<file path="config.mk">
export PLATFORM = sky130hd
export DESIGN_NAME = scf_top
export DESIGN_NICKNAME = d
export VERILOG_FILES = /design/src/scf_pkg.sv /design/src/scf_if.sv /design/src/scf_mem.sv /design/src/scf_uart.sv /design/src/scf_top.sv
export SDC_FILE = /design/constraint.sdc
export NUM_CORES = 1
export LEC_CHECK = 0
export BUFFER_PORTS_ARGS = -buffer_cell sky130_fd_sc_hd__buf_2
export CAP_MARGIN = 25
export CORE_MARGIN = 2
export CORE_UTILIZATION = 47
export CTS_CLUSTER_SIZE = 24
export DETAILED_ROUTE_END_ITERATION = 12
export GPL_TIMING_DRIVEN = 0
export PLACE_DENSITY = 0.62
export SYNTH_ARGS = -nofsm -noshare
export SYNTH_HDL_FRONTEND = slang
export SYNTH_SLANG_ARGS = --single-unit
</file>
<file path="constraint.sdc">
create_clock -name CORE_CLK_I -period 6.26 [get_ports CORE_CLK_I]
set_input_delay 1.878 -clock CORE_CLK_I [delete_from_list [all_inputs] [get_ports CORE_CLK_I]]
set_output_delay 1.878 -clock CORE_CLK_I [all_outputs]
set_load 0.05 [all_outputs]
</file>
<file path="src/scf_pkg.sv">
/*
 * shared constants of the serial command front end: timing, buffer sizes,
 * character codes, register offsets, field positions and reset values.
 * assumes a single 20 MHz core clock.
 */
package scf_pkg;
    // ==========================================================
    // timing
    localparam int SCF_CLK_HZ = 20000000;
    localparam int SCF_BAUD_POR = 9600;
    localparam logic [15:0] SCF_DIV_POR = 16'(SCF_CLK_HZ / SCF_BAUD_POR);
    localparam logic [3:0] SCF_FRAME_BITS = 4'ha;
    // ==========================================================
    // buffers
    localparam int SCF_IN_DEPTH = 32;
    localparam int SCF_OUT_DEPTH = 64;
    localparam int SCF_IN_AW = 5;
    localparam int SCF_OUT_AW = 6;
    // ==========================================================
    // characters
    localparam logic [7:0] SCF_CH_CR = 8'h0d;
    localparam logic [7:0] SCF_CH_LF = 8'h0a;
    localparam logic [7:0] SCF_CH_SP = 8'h20;
    localparam logic [7:0] SCF_CH_TAB = 8'h09;
    localparam logic [7:0] SCF_CH_SEMI = 8'h3b;
    // ==========================================================
    // register map
    localparam logic [7:0] SCF_REG_CTRL = 8'h00;
    localparam logic [7:0] SCF_REG_BAUD = 8'h04;
    localparam logic [7:0] SCF_REG_IRQ_STAT = 8'h08;
    localparam logic [7:0] SCF_REG_IRQ_MASK = 8'h0c;
    localparam logic [7:0] SCF_REG_COMM_ERR = 8'h10;
    localparam logic [7:0] SCF_REG_EVENT = 8'h14;
    localparam logic [7:0] SCF_REG_STATE = 8'h18;
    // ctrl fields
    localparam int SCF_CTRL_ECHO_BIT = 0;
    localparam int SCF_CTRL_FLOW_BIT = 1;
    localparam logic SCF_ECHO_POR = 1'b0;
    localparam logic SCF_FLOW_POR = 1'b1;
    // interrupt status fields
    localparam int SCF_IRQ_OVF_BIT = 0;
    localparam int SCF_IRQ_CLR_BIT = 1;
    localparam int SCF_IRQ_LINE_BIT = 2;
    // error fields
    localparam int SCF_CE_OVF_BIT = 4;
    localparam int SCF_EV_ERR_BIT = 4;
endpackage : scf_pkg

</file>
<file path="src/scf_if.sv">
/*
 * link between the front end core and its serial engine.
 * assumes both ends run on the core clock.
 */
`timescale 1ns/1ns
interface scf_if;
    logic [15:0] div;
    logic rx_valid;
    logic [7:0] rx_data;
    logic brk;
    logic tx_valid;
    logic [7:0] tx_data;
    logic tx_ready;
    modport core (output div, output tx_valid, output tx_data,
                  input rx_valid, input rx_data, input brk, input tx_ready);
    modport uart (input div, input tx_valid, input tx_data,
                  output rx_valid, output rx_data, output brk, output tx_ready);
endinterface : scf_if

</file>
<file path="src/scf_mem.sv">
/*
 * simple dual port byte memory with registered read data.
 * assumes one writer and one reader on the core clock.
 */
`timescale 1ns/1ns
module scf_mem #(
    parameter int AW = 5
) (
    input wire logic clk_i,
    input wire logic we_i,
    input wire logic [AW-1:0] waddr_i,
    input wire logic [7:0] wdata_i,
    input wire logic [AW-1:0] raddr_i,
    output logic [7:0] rdata_o
);
    logic [7:0] mem [0:(1<<AW)-1];

    always_ff @(posedge clk_i) begin
        if (we_i) begin
            mem[waddr_i] <= wdata_i;
        end
        rdata_o <= mem[raddr_i];
    end
endmodule : scf_mem

</file>
<file path="src/scf_uart.sv">
/*
 * 8n1 serial engine: receiver, transmitter and break detector.
 * assumes the divider gives core cycles per bit and is at least 4.
 */
`timescale 1ns/1ns
module scf_uart (
    input wire logic clk_i,
    input wire logic rst_b_i,
    input wire logic rxd_i,
    output logic txd_o,
    scf_if.uart lk
);
    import scf_pkg::*;

    logic rx_m_r, rx_s_r;
    logic rx_busy_r, rx_busy_nxt;
    logic [15:0] rx_cnt_r, rx_cnt_nxt;
    logic [3:0] rx_bit_r, rx_bit_nxt;
    logic [7:0] rx_sh_r, rx_sh_nxt;
    logic rx_vld_r, rx_vld_nxt;
    logic [19:0] low_r, low_nxt;
    logic brk_r, brk_nxt;
    logic tx_busy_r, tx_busy_nxt;
    logic [15:0] tx_cnt_r, tx_cnt_nxt;
    logic [3:0] tx_bit_r, tx_bit_nxt;
    logic [9:0] tx_sh_r, tx_sh_nxt;
    logic [19:0] frame;

    // ==========================================================
    // receive and break
    assign frame = 20'(lk.div * SCF_FRAME_BITS);

    always_comb begin
        rx_busy_nxt = rx_busy_r;
        rx_cnt_nxt = rx_cnt_r;
        rx_bit_nxt = rx_bit_r;
        rx_sh_nxt = rx_sh_r;
        rx_vld_nxt = 1'b0;
        if (!rx_busy_r) begin
            if (!rx_s_r) begin
                rx_busy_nxt = 1'b1;
                rx_cnt_nxt = {1'b0, lk.div[15:1]};
                rx_bit_nxt = 4'h0;
            end
        end else if (rx_cnt_r != 16'h0000) begin
            rx_cnt_nxt = rx_cnt_r - 16'h0001;
        end else begin
            rx_cnt_nxt = lk.div - 16'h0001;
            rx_bit_nxt = rx_bit_r + 4'h1;
            if (rx_bit_r == 4'h0) begin
                rx_busy_nxt = !rx_s_r;
            end else if (rx_bit_r == 4'h9) begin
                // a low stop bit is a framing error, so a break adds no byte
                rx_busy_nxt = 1'b0;
                rx_vld_nxt = rx_s_r; // RULE14
            end else begin
                rx_sh_nxt = {rx_s_r, rx_sh_r[7:1]};
            end
        end
        // longer than one whole frame of space means break
        low_nxt = rx_s_r ? 20'h00000 : ((low_r <= frame) ? low_r + 20'h00001 : low_r); // RULE18
        brk_nxt = !rx_s_r && (low_r == frame); // RULE18
    end

    always_ff @(posedge clk_i or negedge rst_b_i) begin
        if (!rst_b_i) begin
            rx_m_r <= 1'b1;
            rx_s_r <= 1'b1;
            rx_busy_r <= 1'b0;
            rx_cnt_r <= 16'h0000;
            rx_bit_r <= 4'h0;
            rx_sh_r <= 8'h00;
            rx_vld_r <= 1'b0;
            low_r <= 20'h00000;
            brk_r <= 1'b0;
        end else begin
            rx_m_r <= rxd_i;
            rx_s_r <= rx_m_r;
            rx_busy_r <= rx_busy_nxt;
            rx_cnt_r <= rx_cnt_nxt;
            rx_bit_r <= rx_bit_nxt;
            rx_sh_r <= rx_sh_nxt;
            rx_vld_r <= rx_vld_nxt;
            low_r <= low_nxt;
            brk_r <= brk_nxt;
        end
    end

    assign lk.rx_valid = rx_vld_r;
    assign lk.rx_data = rx_sh_r;
    assign lk.brk = brk_r;

    // ==========================================================
    // transmit
    always_comb begin
        tx_busy_nxt = tx_busy_r;
        tx_cnt_nxt = tx_cnt_r;
        tx_bit_nxt = tx_bit_r;
        tx_sh_nxt = tx_sh_r;
        if (!tx_busy_r) begin
            if (lk.tx_valid) begin
                tx_busy_nxt = 1'b1;
                tx_sh_nxt = {1'b1, lk.tx_data, 1'b0}; // RULE14
                tx_cnt_nxt = lk.div - 16'h0001;
                tx_bit_nxt = 4'h0;
            end
        end else if (tx_cnt_r != 16'h0000) begin
            tx_cnt_nxt = tx_cnt_r - 16'h0001;
        end else begin
            tx_cnt_nxt = lk.div - 16'h0001;
            tx_sh_nxt = {1'b1, tx_sh_r[9:1]};
            tx_bit_nxt = tx_bit_r + 4'h1;
            tx_busy_nxt = (tx_bit_r != 4'h9);
        end
    end

    always_ff @(posedge clk_i or negedge rst_b_i) begin
        if (!rst_b_i) begin
            tx_busy_r <= 1'b0;
            tx_cnt_r <= 16'h0000;
            tx_bit_r <= 4'h0;
            tx_sh_r <= 10'h3ff;
        end else begin
            tx_busy_r <= tx_busy_nxt;
            tx_cnt_r <= tx_cnt_nxt;
            tx_bit_r <= tx_bit_nxt;
            tx_sh_r <= tx_sh_nxt;
        end
    end

    assign txd_o = tx_sh_r[0];
    assign lk.tx_ready = !tx_busy_r;
endmodule : scf_uart

</file>
<file path="src/scf_top.sv">
/*
 * serial command front end: line input buffer, command splitter, response
 * queue, device clear, stream tracking and register port.
 * assumes an executor on the core clock consumes command bytes and
 * supplies response bytes; measurement state lives outside this block.
 */
// Operation
// RULE1 - power-on link runs 9600 baud, no parity, rts/cts flow control on
// RULE2 - power-on echo is off, received characters are not returned
// RULE3 - stored settings restore at power-on; interface settings are exceptions
// RULE4 - received characters go into a 32-byte input buffer
// RULE5 - line is only parsed once cr or lf terminator arrives
// RULE6 - query responses queue in a 64-byte output queue before sending
// RULE7 - input overflow discards both input buffer and output queue; a byte arriving while a line drains clears only the output queue
// RULE8 - overflow flags comm error status and standard event status
// RULE9 - break on receive line returns interface to power-on configuration
// RULE10 - after device clear link is 9600 baud with echo off
// RULE11 - device clear touches only the communication interface
// RULE12 - device clear ends any streaming readout in progress
// RULE13 - host sends break, mainframe sends its module reset command
// RULE14 - character format is 8 data bits, no parity, 1 stop
// RULE15 - semicolon separated commands in one line execute in turn
// RULE16 - null commands and whitespace are ignored without error
// RULE17 - stream count zero runs until stop; omitted count means one
// RULE18 - break is space held longer than one full character frame
`timescale 1ns/1ns
module scf_top (
    // clock and reset
    input wire logic CORE_CLK_I,
    input wire logic RST_B_I,
    // serial link
    input wire logic RXD_I,
    output logic TXD_O,
    input wire logic HOST_CTS_I,
    output logic DEV_RTS_O,
    input wire logic MODULE_RESET_I,
    // register port
    input wire logic [7:0] ADDR_I,
    input wire logic [15:0] WDATA_I,
    input wire logic WR_I,
    input wire logic RD_I,
    output logic [15:0] RDATA_O,
    output logic IRQ_O,
    // command bytes to executor
    output logic CMD_VALID_O,
    output logic CMD_END_O,
    output logic [7:0] CMD_DATA_O,
    input wire logic CMD_READY_I,
    // response bytes from executor
    input wire logic RESP_VALID_I,
    input wire logic [7:0] RESP_DATA_I,
    output logic RESP_READY_O,
    // streaming readout
    input wire logic STREAM_START_I,
    input wire logic [15:0] STREAM_COUNT_I,
    input wire logic STREAM_CONV_I,
    input wire logic STOP_STREAM_I,
    output logic STREAMING_O
);
    import scf_pkg::*;

    typedef enum {ST_COLLECT, ST_FETCH, ST_SHOW, ST_END} scf_state_t;

    scf_if lk ();

    scf_state_t st_r, st_nxt;
    logic [5:0] in_cnt_r, in_cnt_nxt;
    logic [5:0] idx_r, idx_nxt;
    logic has_r, has_nxt;
    logic skip_r, skip_nxt;
    logic [6:0] out_wp_r, out_wp_nxt, out_rp_r, out_rp_nxt;
    logic pend_r, pend_nxt;
    logic echo_r, echo_nxt, flow_r, flow_nxt;
    logic [15:0] div_r, div_nxt;
    logic [2:0] irq_st_r, irq_st_nxt, irq_mk_r, irq_mk_nxt;
    logic [7:0] ce_r, ce_nxt, ev_r, ev_nxt;
    logic strm_r, strm_nxt;
    logic [15:0] left_r, left_nxt;
    logic [15:0] rdata_nxt;
    logic mr_m_r, mr_s_r, cts_m_r, cts_s_r;
    logic clr, ovf, line_ev, is_term, in_full, out_full, out_empty;
    logic echo_push, resp_push, out_we, out_rd;
    logic [7:0] out_wdata, in_q, out_q;

    // ==========================================================
    // helpers
    function automatic logic [15:0] w1c(input logic [15:0] cur, input logic hit,
                                        input logic [15:0] wd, input logic [15:0] set);
        // a set in the clearing cycle survives
        return (cur & ~(hit ? wd : 16'h0000)) | set;
    endfunction : w1c

    function automatic logic is_space(input logic [7:0] c);
        return (c == SCF_CH_SP) || (c == SCF_CH_TAB);
    endfunction : is_space

    // ==========================================================
    // memories and serial engine
    scf_mem #(.AW(SCF_IN_AW)) u_in_mem (
        .clk_i(CORE_CLK_I),
        .we_i(lk.rx_valid && st_r == ST_COLLECT && !is_term && !in_full && !skip_r),
        .waddr_i(in_cnt_r[4:0]),
        .wdata_i(lk.rx_data),
        .raddr_i(idx_r[4:0]),
        .rdata_o(in_q)
    );

    scf_mem #(.AW(SCF_OUT_AW)) u_out_mem (
        .clk_i(CORE_CLK_I),
        .we_i(out_we),
        .waddr_i(out_wp_r[5:0]),
        .wdata_i(out_wdata),
        .raddr_i(out_rp_r[5:0]),
        .rdata_o(out_q)
    );

    scf_uart u_uart (
        .clk_i(CORE_CLK_I),
        .rst_b_i(RST_B_I),
        .rxd_i(RXD_I),
        .txd_o(TXD_O),
        .lk(lk.uart)
    );

    // ==========================================================
    // events
    assign clr = lk.brk || mr_s_r; // RULE9 RULE13
    assign is_term = (lk.rx_data == SCF_CH_CR) || (lk.rx_data == SCF_CH_LF);
    assign in_full = (in_cnt_r == 6'(SCF_IN_DEPTH)); // RULE4
    // bytes arriving while a line drains have no room either
    assign ovf = lk.rx_valid && !is_term && (st_r != ST_COLLECT || in_full) && !skip_r;
    assign line_ev = lk.rx_valid && is_term && st_r == ST_COLLECT;
    assign out_full = (out_wp_r - out_rp_r) == 7'(SCF_OUT_DEPTH); // RULE6
    assign out_empty = (out_wp_r == out_rp_r);
    assign echo_push = echo_r && lk.rx_valid && !out_full; // RULE2
    assign RESP_READY_O = !out_full && !echo_push && !clr && !ovf;
    assign resp_push = RESP_VALID_I && RESP_READY_O;
    assign out_we = echo_push || resp_push;
    assign out_wdata = echo_push ? lk.rx_data : RESP_DATA_I;
    assign out_rd = !out_empty && !pend_r && lk.tx_ready && (cts_s_r || !flow_r) && !clr;

    // ==========================================================
    // line collection and command splitting
    always_comb begin
        st_nxt = st_r;
        in_cnt_nxt = in_cnt_r;
        idx_nxt = idx_r;
        has_nxt = has_r;
        skip_nxt = skip_r;
        case (st_r)
            ST_COLLECT: begin
                if (lk.rx_valid) begin
                    if (is_term) begin
                        skip_nxt = 1'b0;
                        idx_nxt = 6'h00;
                        has_nxt = 1'b0;
                        if (in_cnt_r != 6'h00 && !skip_r) begin
                            st_nxt = ST_FETCH; // RULE5
                        end
                    end else if (in_full) begin
                        in_cnt_nxt = 6'h00; // RULE7
                        skip_nxt = 1'b1; // RULE7
                    end else if (!skip_r) begin
                        in_cnt_nxt = in_cnt_r + 6'h01; // RULE4
                    end
                end
            end
            ST_FETCH: begin
                st_nxt = ST_SHOW;
            end
            ST_SHOW: begin
                if (is_space(in_q) || in_q == SCF_CH_SEMI || CMD_READY_I) begin
                    idx_nxt = idx_r + 6'h01;
                    if (in_q == SCF_CH_SEMI) begin
                        st_nxt = has_r ? ST_END : ST_FETCH; // RULE15 RULE16
                    end else begin
                        has_nxt = has_r || !is_space(in_q); // RULE16
                        st_nxt = ST_FETCH;
                    end
                    if (idx_r + 6'h01 == in_cnt_r && st_nxt == ST_FETCH) begin
                        st_nxt = has_nxt ? ST_END : ST_COLLECT;
                    end
                end
            end
            ST_END: begin
                if (CMD_READY_I) begin
                    has_nxt = 1'b0;
                    st_nxt = (idx_r == in_cnt_r) ? ST_COLLECT : ST_FETCH; // RULE15
                end
            end
            default: st_nxt = ST_COLLECT;
        endcase
        if (st_r != ST_COLLECT && st_nxt == ST_COLLECT) begin
            in_cnt_nxt = 6'h00;
        end
        if (clr) begin
            st_nxt = ST_COLLECT; // RULE9
            in_cnt_nxt = 6'h00;
            skip_nxt = 1'b0;
            has_nxt = 1'b0;
        end
    end

    // the executor sees the byte only while it is not blank or a separator, and always during the end token
    assign CMD_VALID_O = (st_r == ST_SHOW && !is_space(in_q) && in_q != SCF_CH_SEMI) || st_r == ST_END;
    assign CMD_END_O = (st_r == ST_END);
    assign CMD_DATA_O = in_q;
    assign DEV_RTS_O = !flow_r || (st_r == ST_COLLECT && !in_full); // RULE1

    // ==========================================================
    // response queue
    always_comb begin
        out_wp_nxt = out_we ? out_wp_r + 7'h01 : out_wp_r;
        out_rp_nxt = out_rd ? out_rp_r + 7'h01 : out_rp_r;
        pend_nxt = out_rd;
        if (ovf || clr) begin
            out_wp_nxt = 7'h00; // RULE7
            out_rp_nxt = 7'h00;
            pend_nxt = 1'b0;
        end
    end

    assign lk.tx_valid = pend_r;
    assign lk.tx_data = out_q;
    assign lk.div = div_r;

    // ==========================================================
    // registers, status and streaming
    always_comb begin
        echo_nxt = echo_r;
        flow_nxt = flow_r;
        div_nxt = div_r;
        irq_mk_nxt = irq_mk_r;
        if (WR_I && ADDR_I == SCF_REG_CTRL) begin
            echo_nxt = WDATA_I[SCF_CTRL_ECHO_BIT];
            flow_nxt = WDATA_I[SCF_CTRL_FLOW_BIT];
        end else if (WR_I && ADDR_I == SCF_REG_BAUD) begin
            div_nxt = WDATA_I;
        end else if (WR_I && ADDR_I == SCF_REG_IRQ_MASK) begin
            irq_mk_nxt = WDATA_I[2:0];
        end
        if (clr) begin
            div_nxt = SCF_DIV_POR; // RULE10
            echo_nxt = SCF_ECHO_POR; // RULE10
            flow_nxt = SCF_FLOW_POR; // RULE9
        end
        irq_st_nxt = 3'(w1c(16'(irq_st_r), WR_I && ADDR_I == SCF_REG_IRQ_STAT, WDATA_I,
                            16'({line_ev, clr, ovf})));
        ce_nxt = 8'(w1c(16'(ce_r), WR_I && ADDR_I == SCF_REG_COMM_ERR, WDATA_I,
                        16'(ovf) << SCF_CE_OVF_BIT)); // RULE8
        ev_nxt = 8'(w1c(16'(ev_r), WR_I && ADDR_I == SCF_REG_EVENT, WDATA_I,
                        16'(ovf) << SCF_EV_ERR_BIT)); // RULE8
        strm_nxt = strm_r;
        left_nxt = left_r;
        if (STREAM_START_I) begin
            strm_nxt = 1'b1;
            left_nxt = STREAM_COUNT_I; // RULE17
        end else if (STREAM_CONV_I && strm_r && left_r != 16'h0000) begin
            left_nxt = left_r - 16'h0001;
            strm_nxt = (left_r != 16'h0001); // RULE17
        end
        if (STOP_STREAM_I || clr) begin
            strm_nxt = 1'b0; // RULE12 RULE17
        end
        rdata_nxt = 16'h0000;
        if (ADDR_I == SCF_REG_CTRL) begin
            rdata_nxt = 16'({flow_r, echo_r});
        end else if (ADDR_I == SCF_REG_BAUD) begin
            rdata_nxt = div_r;
        end else if (ADDR_I == SCF_REG_IRQ_STAT) begin
            rdata_nxt = 16'(irq_st_r);
        end else if (ADDR_I == SCF_REG_IRQ_MASK) begin
            rdata_nxt = 16'(irq_mk_r);
        end else if (ADDR_I == SCF_REG_COMM_ERR) begin
            rdata_nxt = 16'(ce_r);
        end else if (ADDR_I == SCF_REG_EVENT) begin
            rdata_nxt = 16'(ev_r);
        end else if (ADDR_I == SCF_REG_STATE) begin
            rdata_nxt = {out_wp_r - out_rp_r, strm_r, skip_r, 1'b0, in_cnt_r};
        end
        if (!RD_I) begin
            rdata_nxt = 16'h0000;
        end
    end

    assign IRQ_O = |(irq_st_r & irq_mk_r);
    assign STREAMING_O = strm_r;

    // device clear leaves measurement state alone: nothing here reaches it
    always_ff @(posedge CORE_CLK_I or negedge RST_B_I) begin // RULE11
        if (!RST_B_I) begin
            st_r <= ST_COLLECT;
            in_cnt_r <= 6'h00;
            idx_r <= 6'h00;
            has_r <= 1'b0;
            skip_r <= 1'b0;
            out_wp_r <= 7'h00;
            out_rp_r <= 7'h00;
            pend_r <= 1'b0;
            // interface comes up from constants, not from stored settings
            echo_r <= SCF_ECHO_POR; // RULE2 RULE3
            flow_r <= SCF_FLOW_POR; // RULE1
            div_r <= SCF_DIV_POR; // RULE1
            irq_st_r <= 3'h0;
            irq_mk_r <= 3'h0;
            ce_r <= 8'h00;
            ev_r <= 8'h00;
            strm_r <= 1'b0;
            left_r <= 16'h0000;
            RDATA_O <= 16'h0000;
            mr_m_r <= 1'b0;
            mr_s_r <= 1'b0;
            cts_m_r <= 1'b0;
            cts_s_r <= 1'b0;
        end else begin
            st_r <= st_nxt;
            in_cnt_r <= in_cnt_nxt;
            idx_r <= idx_nxt;
            has_r <= has_nxt;
            skip_r <= skip_nxt;
            out_wp_r <= out_wp_nxt;
            out_rp_r <= out_rp_nxt;
            pend_r <= pend_nxt;
            echo_r <= echo_nxt;
            flow_r <= flow_nxt;
            div_r <= div_nxt;
            irq_st_r <= irq_st_nxt;
            irq_mk_r <= irq_mk_nxt;
            ce_r <= ce_nxt;
            ev_r <= ev_nxt;
            strm_r <= strm_nxt;
            left_r <= left_nxt;
            RDATA_O <= rdata_nxt;
            mr_m_r <= MODULE_RESET_I;
            mr_s_r <= mr_m_r;
            cts_m_r <= HOST_CTS_I;
            cts_s_r <= cts_m_r;
        end
    end
endmodule : scf_top

</file>
Word level (Yosys, flattened, before mapping)

Memory sizes are Yosys's and may differ from the RTL's. A register that Yosys moved wholly into a read port is not among the register bits.
Index checks and enable logic that the tools add are counted.

Register bits: 222
Bits in latches: 0
Bits in writable memories: 768
Memory bits (read-only): 0
Output and inout bits: 31
Memories kept: 2

Add/sub/neg operators: 12
Multipliers: 1
Div/mod/pow operators: 0
Order comparisons: 1
Eq/ne operators: 40
Shift operators: 0
Multiplexer cells: 101
Bitwise operators: 15
Reductions and logical operators: 95

Memory list:

| memory        | depth | bits a word | rd ports | clocked after Yosys merged registers in | write ports | line          | RTL |
|---|---|---|---|---|---|---|---|
| u_out_mem.mem | 64    | 8           | 1        | 1                                       | 1           | scf_mem.sv:16 | `logic [7:0] mem [0:(1<<AW)-1];` |
| u_in_mem.mem  | 32    | 8           | 1        | 1                                       | 1           | scf_mem.sv:16 |  |

Operators by type and width:

| cell                                                                    | count |
|---|---|
| 16-bit 2-to-1 mux                                                       | 19 |
| 32-bit 2-to-1 mux                                                       | 9 |
| 32-bit one-hot mux with 4 select lines                                  | 1 |
| 32-bit by 2-bit equality test with 1-bit output (second input constant) | 3 |
| 32-bit zero test                                                        | 3 |
| 32-bit by 3-bit equality test with 1-bit output (second input constant) | 2 |
| 16-bit by 1-bit subtractor with 16-bit output (second input constant)   | 4 |
| 6-bit 2-to-1 mux                                                        | 10 |
| 16-bit nonzero test                                                     | 3 |
| 8-bit by 4-bit equality test with 1-bit output (second input constant)  | 5 |
| 20-bit 2-to-1 mux                                                       | 2 |
| 1-bit 2-to-1 mux                                                        | 38 |
| 1-bit logical AND                                                       | 34 |
| 32-bit by 1-bit equality test with 1-bit output (second input constant) | 1 |
| 32-bit nonzero test                                                     | 1 |
| 10-bit 2-to-1 mux                                                       | 3 |
| 7-bit 2-to-1 mux                                                        | 4 |
| 8-bit by 5-bit equality test with 1-bit output (second input constant)  | 3 |
| 4-bit 2-to-1 mux                                                        | 6 |
| 8-bit 2-to-1 mux                                                        | 3 |
| 20-bit by 1-bit adder with 20-bit output (second input constant)        | 1 |
| 20-bit equality test                                                    | 1 |
| 20-bit less-or-equal comparator                                         | 1 |
| 2-bit nonzero test                                                      | 10 |
| other kinds (43)                                                        | 98 |

Longest topological paths before layout

Gate-level depths: netlist (run 1).

Depth in word-level cells: 15
Mapped depth: 19

Modules after synthesis

From an unflattened synthesis (run 1), not the netlist that was laid out.

Cell total of the unflattened synthesis: 2690
Area, all modules: 43047.5 sq um

Modules (own cells, without submodules):

| module              | times used | cells an instance | area each (sq um) |
|---|---|---|---|
| scf_mem (u_out_mem) | 1          | 940               | 20166.8 |
| scf_mem (u_in_mem)  | 1          | 417               | 10053.4 |
| scf_top             | 1          | 640               | 6591.3 |
| scf_uart            | 1          | 693               | 6236.0 |

Worst setup path before layout (run 1)

OpenSTA, ideal clock, no wires.

Path kind: reg-to-output
Start: register out_rp_r[1]
End: output port RESP_READY_O
Arrival: 3.763 ns
Required time: 4.382 ns
Setup slack: 0.619 ns
Cell stages (with the launch flop): 11
Cells stage by stage: dfrtp_1 > clkbuf_1 > clkbuf_1 > clkbuf_1 > inv_1 > fa_1 > a211oi_1 > o31ai_1 > o21ai_0 > nor2_1 > nor3b_1

Word-level cells in the longest chain between the ends: 8

Ends and longest elaborated chain:

| what                               | line                           | RTL |
|---|---|---|
| from (decl)                        | scf_top.sv:71                  | `logic [6:0] out_wp_r, out_wp_nxt, out_rp_r, out_rp_nxt;` |
| from (signal assigned)             | scf_top.sv:322                 | `out_rp_r <= out_rp_nxt;` |
| 7-bit subtractor (*)               | scf_top.sv:133                 | `assign out_full = (out_wp_r - out_rp_r) == 7'(SCF_OUT_DEPTH);` |
| 7-bit equality test (*)            | scf_top.sv:133                 |  |
| 1-bit zero test (*)                | scf_top.sv:135, scf_top.sv:136 |  |
| 1-bit logical AND                  | scf_top.sv:135                 | `assign echo_push = echo_r && lk.rx_valid && !out_full;` |
| 1-bit zero test                    | scf_top.sv:136                 | `assign RESP_READY_O = !out_full && !echo_push && !clr && !ovf;` |
| 1-bit logical AND (*) (3 in a row) | scf_top.sv:136                 |  |
| to (decl)                          | scf_top.sv:52                  | `output logic RESP_READY_O,` |

Every way passes the cells marked *; elsewhere a longest branch is shown, timed or not.

Worst setup path in the final report (run 1)

Ends and elaborated chain as after synthesis.

==> impl_metrics.py, run 1 <==
metrics = {
    "run_status": {
        "status": "completed",
    },
    "synth": {
        "netlist_area_sq_um": 42700,
        "synth_most_common_cell": "edfxtp_1",
        "synth_top_area_share_pct": 54.0,
        "ys_top_cells_by_area": "edfxtp_1 54%, dfrtp_1 12%, mux4_2 11%",
        "ys_seq_elements": 1005,
        "ys.flop_type": "edfxtp_1",
        "syn_inst": 2681,
        "synth-edff-count": 768,
        "syn-mean-instance-area_sq_um": 15.9,
        "async_reset_ff_share_pct": 22.0,
        "yosysTopAreaCell": "edfxtp_1",
        "synth_seq_area_share_pct": 67.8,
        "synth.distinct_cells": 90,
        "synthTopCellsByCount": "768 x edfxtp_1, 218 x nor2_1, 205 x dfrtp_1, 200 x mux4_2, 149 x nand2_1",
        "yosysWarnings": 0,
    },
    "cells_and_area": {
        "diodes": 0,
        "nets": 3065,
        "final_area_sq_um": 48700,
        "final_core_util_pct": 54.1,
        "stdcell_count": 4192,
        "syn2layout_area_growth_pct": 14.0,
        "num-fill-cells": 7200,
        "final_layout_size_suffix_gt1_share_pct": 19.2,
    },
    "pwr": {
        "total_power_mw": 14.5,
        "p_per_area_nw_per_um2": 299,
        "leakage_nw": 16.5,
        "peakVddDrop_mv": 0.297,
    },
    "setup_path": {
        "cp.required_ns": 4.38,
        "start_kind": "register",
        "crit_type": "register to output pin",
        "crit_path_frequent_cell": "clkbuf_4",
        "crit_path_max_fanout": 10,
        "reg2regPathDepth": 19,
        "rrSetupSlack_ns": 1.03,
        "worstPathArrival_ns": 4.13,
        "end_kind": "output pin",
        "crit_chain": "clkbuf_4 -> clkbuf_4 -> inv_1 -> ha_1 -> nand2b_1 -> a2111oi_0 -> a211oi_1 -> o21ai_1 -> nor2_1 -> nor3b_2 -> buf_4",
        "max_stage_delay_ns": 0.48,
        "slowest_stage": "dfrtp_2",
    },
    "drt": {
        "first_iter_violations": 2348,
        "routed_wl_um": 106000,
        "wl_per_cell_um": 25.2,
        "vias": 24877,
        "ant_nets": 0,
        "vias_per_cell": 5.93,
        "drt_pass1_iterations": 8,
        "drc": 0,
    },
    "die": {
        "ioPinCount": 91,
        "num_rows": 110,
        "die_area_sq_um": 93300,
        "die_h_um": 305,
        "die_w_um": 305,
        "initial_core_util_pct": 47.4,
        "core_sq_um": 90000,
    },
    "sta": {
        "timing.fmax_mhz": 166,
        "setup_ws_ns": 0.251,
        "rsz0062_at_grt": "false",
        "period_needed_ns": 6.01,
        "period_share_pct": 96.0,
        "tightest_slew_ns": 1.01,
        "hold_violations": 0,
        "holdWs_ns": 0.357,
        "setup_viol_count_final": 0,
        "max-slew-margin-rel_pct": 30.9,
        "clock_skew_ns": 0.0291,
        "setup_tns_ns": 0,
        "slew_violations": 0,
    },
    "hold_path": {
        "holdPathStages": 0,
        "hold_class": "register to register",
    },
    "placement": {
        "placed_area_sq_um": 45300,
        "finalWeightedCongestion": 0.880,
        "port_buffers": 89,
        "dpl.hpwl_um": 72800,
        "pre_cts_ws_ns": -0.449,
        "dp.cells": 4002,
    },
    "global_route": {
        "antenna_found_initial": 1,
        "grt_first_pass_wirelength_um": 160000,
        "overflow": 0,
        "grt_usage_pct": 22.7,
        "grt_max_degree": 124,
        "grt_pass1_vias": 25460,
    },
    "clock_tree": {
        "path_clk_slew_ns": 0.06,
        "cts-root-buf": "clkbuf_16",
        "cts_tree": "built",
        "cts_made_buffers": 103,
        "cts_buffer_depth": 3,
        "cts_num_sinks": 1005,
        "post_cts.repair.setup_buffers": 0,
        "clk_latency_ns": 0.68,
        "htree_levels": 3,
    },
    "run": {
        "cap_violations": 0,
    },
}
==> layer usage <==
layer / part of all wire, % / track usage, % / vias to the layer above
met1: 42 / 30.5 / 12790
met3: 5.9 / 3.72 / 214
met5: 0.011 / 0 / -
li1: - / - / 11018
met2: 50 / 38.2 / 853
met4: 2.9 / 6.84 / 2
==> flip-flops by register name (all words and copies together), names as in the netlist, 9 cells and up <==
| signal | count |
|---|---|
| RDATA_O | 16 |
| u_in_mem.mem | 256 |
| u_uart.low_r | 20 |
| left_r | 16 |
| u_uart.tx_cnt_r | 16 |
| u_uart.rx_cnt_r | 16 |
| u_out_mem.mem | 512 |
| u_uart.tx_sh_r | 9 |
| div_r | 16 |
| st_r | 32 |
==> logic make-up (layout without fill, tap and decap cells) <==
| kind of cell | count (synthesis) | in the layout | synth area share (%) |
|---|---|---|---|
| other cells | 1 | 30 | 0.00878 |
| compound gates | 402 | 402 | 6.36 |
| buf+inv | 183 | 489 | 1.77 |
| simple gates | 627 | 627 | 7.09 |
| xor+xnor | 80 | 80 | 1.64 |
| mux | 308 | 308 | 13.1 |
| fa+ha+maj | 75 | 75 | 2.23 |
| flops | 1005 | 1005 | 67.8 |
==> worst paths after layout <==
path                                   from         endpoint
worst max-delay path            out_rp_r[1]     RESP_READY_O
worst min-delay path                 mr_m_r           mr_s_r
worst max register to register     div_r[3]  u_uart.low_r[2]
worst min register to register       mr_m_r           mr_s_r
max in group asynchronous           RST_B_I  u_uart.low_r[0]
min in group asynchronous           RST_B_I         idx_r[1]
==> layout make-up <==
cell class	count	area [sq um]	share of cell area [%]
buffer	133	578	1.19
clock buffer	135	2810	5.77
clock inverter	56	559	1.15
inverter	47	176	0.362
multi-input combinational	1522	13200	27.1
sequential	1005	28900	59.4
tap	1176	1470	3.02
timing repair buffer	118	971	1.99
==> worst max-delay path: cells and delay by family (launching register included) <==
kind,cells,cell delay (ns)
flops,1,0.48
simple gates,3,0.63
buf+inv,4,0.99
fa+ha+maj,1,0.31
compound gates,3,1.03
==> placed cells by master (no fill, tap or decap), types with 13 or more instances in the layout <==
| cell type | count |
|---|---|
| or4_1 | 17 |
| o22ai_1 | 17 |
| clkinv_2 | 22 |
| clkbuf_1 | 110 |
| nor2_1 | 218 |
| dfrtp_1 | 203 |
| xnor2_1 | 43 |
| dfxtp_1 | 16 |
| nor4_1 | 27 |
| or3_1 | 28 |
| a21o_1 | 24 |
| a21boi_0 | 15 |
| nand4_1 | 22 |
| buf_1 | 14 |
| a211oi_1 | 17 |
| nand2b_1 | 13 |
| inv_1 | 45 |
| buf_4 | 13 |
| mux4_2 | 200 |
| buf_2 | 110 |
| clkinv_1 | 14 |
| xor2_1 | 37 |
| nand2_1 | 149 |
| nor3_1 | 34 |
| nor2b_1 | 18 |
| clkbuf_16 | 106 |
| a21oi_1 | 71 |
| ha_1 | 73 |
| o211ai_1 | 16 |
| mux2_2 | 22 |
| o31ai_1 | 14 |
| o21ai_0 | 103 |
| dfstp_2 | 16 |
| a22o_1 | 17 |
| mux2i_1 | 86 |
| nand3_1 | 35 |
| o221ai_1 | 22 |
| edfxtp_1 | 768 |
| conb_1 | 30 |
==> what timing repair did <==
action,CTS,global route
pin swaps,0,0
gates resized for setup,9,3
setup endpoints to repair,1,1
hold buffers,0,0
==> where the power goes <==
| part | internal, mW | switching [mW] | total [mW] |
|---|---|---|---|
| registers | 7.31 | 0.116 | 7.43 |
| clock network | 3.54 | 2.58 | 6.12 |
| logic | 0.405 | 0.597 | 1.00 |
Note: power is estimated with default switching activity, not from simulation.
==> inputs of run 2 (changes only) <==
--- a/config.mk
+++ b/config.mk
@@ -15,4 +15,5 @@
 export PLACE_DENSITY = 0.62
 export SYNTH_ARGS = -nofsm -noshare
 export SYNTH_HDL_FRONTEND = slang
+export SYNTH_HIERARCHICAL = 1
 export SYNTH_SLANG_ARGS = --single-unit
==> constraint.sdc (replaced) <==
create_clock -name CORE_CLK_I -period 6.26 [get_ports CORE_CLK_I]
set_input_delay 1.878 -clock CORE_CLK_I [delete_from_list [all_inputs] [get_ports CORE_CLK_I]]
set_output_delay 1.878 -clock CORE_CLK_I [all_outputs]
set_load 0.01 [all_outputs]
==> impl_metrics.py, run 2 <==
metrics = {
    "run_status": {
        "status": "completed",
    },
    "global_route": {
        "grt_pass1_vias": 25412,
        "antenna_found_initial": 3,
        "overflow": 0,
        "grtUsageMet1_pct": 30.6,
        "grt_first_pass_wirelength_um": 157000,
        "grt_usage_pct": 22.1,
        "gr-usage-met3_pct": 3.55,
        "busiest_layer": "met2",
        "grt_use_met2_pct": 35.9,
        "grt_max_degree": 124,
    },
    "pwr": {
        "leakage_nw": 16.7,
        "peakVddDrop_mv": 0.212,
        "total_power_mw": 14.3,
        "p_per_area_nw_per_um2": 293,
    },
    "sta": {
        "hold_violations": 0,
        "period_share_pct": 91.6,
        "tightest_slew_ns": 1.00,
        "slew_violations": 0,
        "rsz0062_at_grt": "false",
        "max-slew-margin-rel_pct": 33.1,
        "setup_viol_count_final": 0,
        "period_needed_ns": 5.73,
        "timing.fmax_mhz": 174,
        "setup_tns_ns": 0,
        "clock_skew_ns": 0.0345,
    },
    "die": {
        "ioPinCount": 91,
        "die_h_um": 307,
        "core_sq_um": 91200,
        "die_w_um": 307,
        "num_rows": 111,
        "initial_core_util_pct": 47.2,
        "die_area_sq_um": 94000,
    },
    "clock_tree": {
        "path_clk_slew_ns": 0.06,
        "cts_num_sinks": 1005,
        "cts-root-buf": "clkbuf_16",
        "hold_buffers": 0,
        "cts_made_buffers": 105,
        "post_cts_resized": 0,
        "cts_buffer_depth": 3,
        "post_cts.repair.setup_buffers": 0,
        "clk_latency_ns": 0.69,
        "cts_tree": "built",
        "htree_levels": 3,
    },
    "synth": {
        "synth-edff-count": 768,
        "ys_top_cells_by_area": "edfxtp_1 54%, dfrtp_1 12%, mux4_2 11%",
        "synth_seq_area_share_pct": 67.2,
        "syn-mean-instance-area_sq_um": 16.0,
        "synth_most_common_cell": "edfxtp_1",
        "synth_top_area_share_pct": 53.6,
        "yosysTopAreaCell": "edfxtp_1",
        "synth.distinct_cells": 90,
        "yosysWarnings": 6,
        "synthTopCellsByCount": "768 x edfxtp_1, 237 x nor2_1, 206 x mux4_2, 205 x dfrtp_1, 136 x nand2_1",
        "ys_seq_elements": 1005,
        "async_reset_ff_share_pct": 22.0,
        "syn_inst": 2690,
        "netlist_area_sq_um": 43000,
        "ys.flop_type": "edfxtp_1",
    },
    "cells_and_area": {
        "largest_register_ffs": 512,
        "syn2layout_area_growth_pct": 13.4,
        "final_layout_size_suffix_gt1_share_pct": 20.7,
        "multiInputGateArea_sq_um": 13400,
        "diodes": 0,
        "layout_common_cells": "768 x edfxtp_1, 237 x nor2_1, 206 x mux4_2, 205 x dfrtp_1, 136 x nand2_1",
        "reg_top3": "u_out_mem/mem (512), u_in_mem/mem (256), st_r (32)",
        "layout_commonest_cell": "edfxtp_1",
        "regArea_sq_um": 28900,
        "num-fill-cells": 7222,
        "top_register": "u_out_mem/mem",
        "nets": 3068,
    },
    "setup_path": {
        "crit_type": "register to output pin",
        "reg2reg_from": "div_r[3]",
        "cp.required_ns": 4.38,
        "critPathLaunch": "out_wp_r[0]",
        "start_kind": "register",
        "end_kind": "output pin",
        "crit_path_max_fanout": 10,
        "worstPathArrival_ns": 3.86,
    },
    "hold_path": {
        "holdCritStartpoint": "mr_m_r",
        "hold_class": "register to register",
    },
    "placement": {
        "port_buffers": 89,
        "dpl.hpwl_um": 71600,
        "finalWeightedCongestion": 0.884,
    },
    "drt": {
        "drc": 0,
        "vias": 25182,
        "routed_wl_um": 104000,
        "ant_nets": 0,
        "first_iter_violations": 2408,
        "wl_per_cell_um": 24.8,
        "drt_pass1_iterations": 5,
        "vias_per_cell": 5.98,
    },
    "run": {
        "cap_violations": 0,
    },
}
run 2: cell types whose count changed after synthesis, sizes merged, moves of 12 or more:
cell | before | now
mux2i | 86 | 47
mux2 | 22 | 59
clkbuf | 91 | 59
nor2b | 18 | 49
o21ai | 112 | 86
nand3 | 35 | 57
nor2 | 218 | 238
buf | 45 | 61
a21o | 24 | 9
nand2 | 150 | 136
or3 | 28 | 15
a21oi | 71 | 83
run 2: kinds of logic (layout without fill, tap and decap cells):
| group | count (synthesis) | count (layout) | share of synthesized area (%) |
|---|---|---|---|
| AO/OA/AOI/OAI | 368 | 368 | 5.76 |
| XOR/XNOR | 80 | 80 | 1.63 |
| adder cells (fa/ha/maj) | 73 | 73 | 2.16 |
| buffers and inverters | 164 | 469 | 1.86 |
| flip-flops | 1005 | 1005 | 67.2 |
| multiplexers | 312 | 312 | 13.4 |
| other | 1 | 30 | 0.00871 |
| AND/OR/NAND/NOR | 687 | 687 | 7.96 |
run 2: worst paths after layout:
check / depth (start not counted) / slack (ns) / endpoint
setup / recovery: 11 / 0.53 / RESP_READY_O
setup reg to reg: 15 / 0.66 / u_uart/low_r[14]
hold / removal: 0 / 0.35 / mr_s_r
min in group asynchronous: 1 / 1.17 / idx_r[2]
max in group asynchronous: 2 / 3.93 / u_uart/rx_cnt_r[13]
hold reg to reg: 0 / 0.35 / mr_s_r
run 2: layout make-up:
type                            instances  area share, %
Clock buffer                          143           5.95
Buffer                                120           1.30
Sequential cell                      1005           59.3
Multi-Input combinational cell       1550           27.5
Clock inverter                         53          0.802
Tap cell                             1186           3.04
Inverter                               44          0.338
Timing Repair Buffer                  109           1.78
run 2: metal layers:
| layer | share of wire [%] | up-vias |
|---|---|---|
| met5 | 0.025 | - |
| met4 | 3.0 | 4 |
| met3 | 6.4 | 194 |
| met2 | 48 | 906 |
| met1 | 42 | 13047 |
| li1 | - | 11031 |
run 2: metrics by stage:
step / instances / util (%) / worst slack, ns / hold slack, ns / instance area [sq um]
final: 4210 / 53.5 / 0.526 / 0.354 / 48800
after global routing: 4210 / 53.5 / 0.310 / 0.361 / 48800
after CTS: 4207 / 53.4 / 0.532 / 0.357 / 48700
after detailed placement: 4011 / 49.8 / 0.824 / 0.344 / 45400
after global placement: 3994 / 49.4 / -0.460 / 0.336 / 45100
after floorplan: 2719 / - / 1.68 / 0.331 / 43200
run 2: critical path, cell delays in order, from the launching register on:
cell and delay (ns):
dfrtp_1 0.55, inv_1 0.18, ha_1 0.19, inv_1 0.06, fa_1 0.42, a211oi_2 0.27, nor2_1 0.11, o41ai_1 0.77
o21ai_4 0.15, o21ai_0 0.20, a21oi_1 0.11, buf_2 0.17
run 2: power by group:
| part | leakage (nW) | switching (mW) | internal, mW |
|---|---|---|---|
| Combinational | 5.12 | 0.558 | 0.362 |
| Sequential | 9.95 | 0.126 | 7.31 |
| Clock | 1.60 | 2.56 | 3.38 |
| Total | 16.7 | 3.24 | 11.1 |
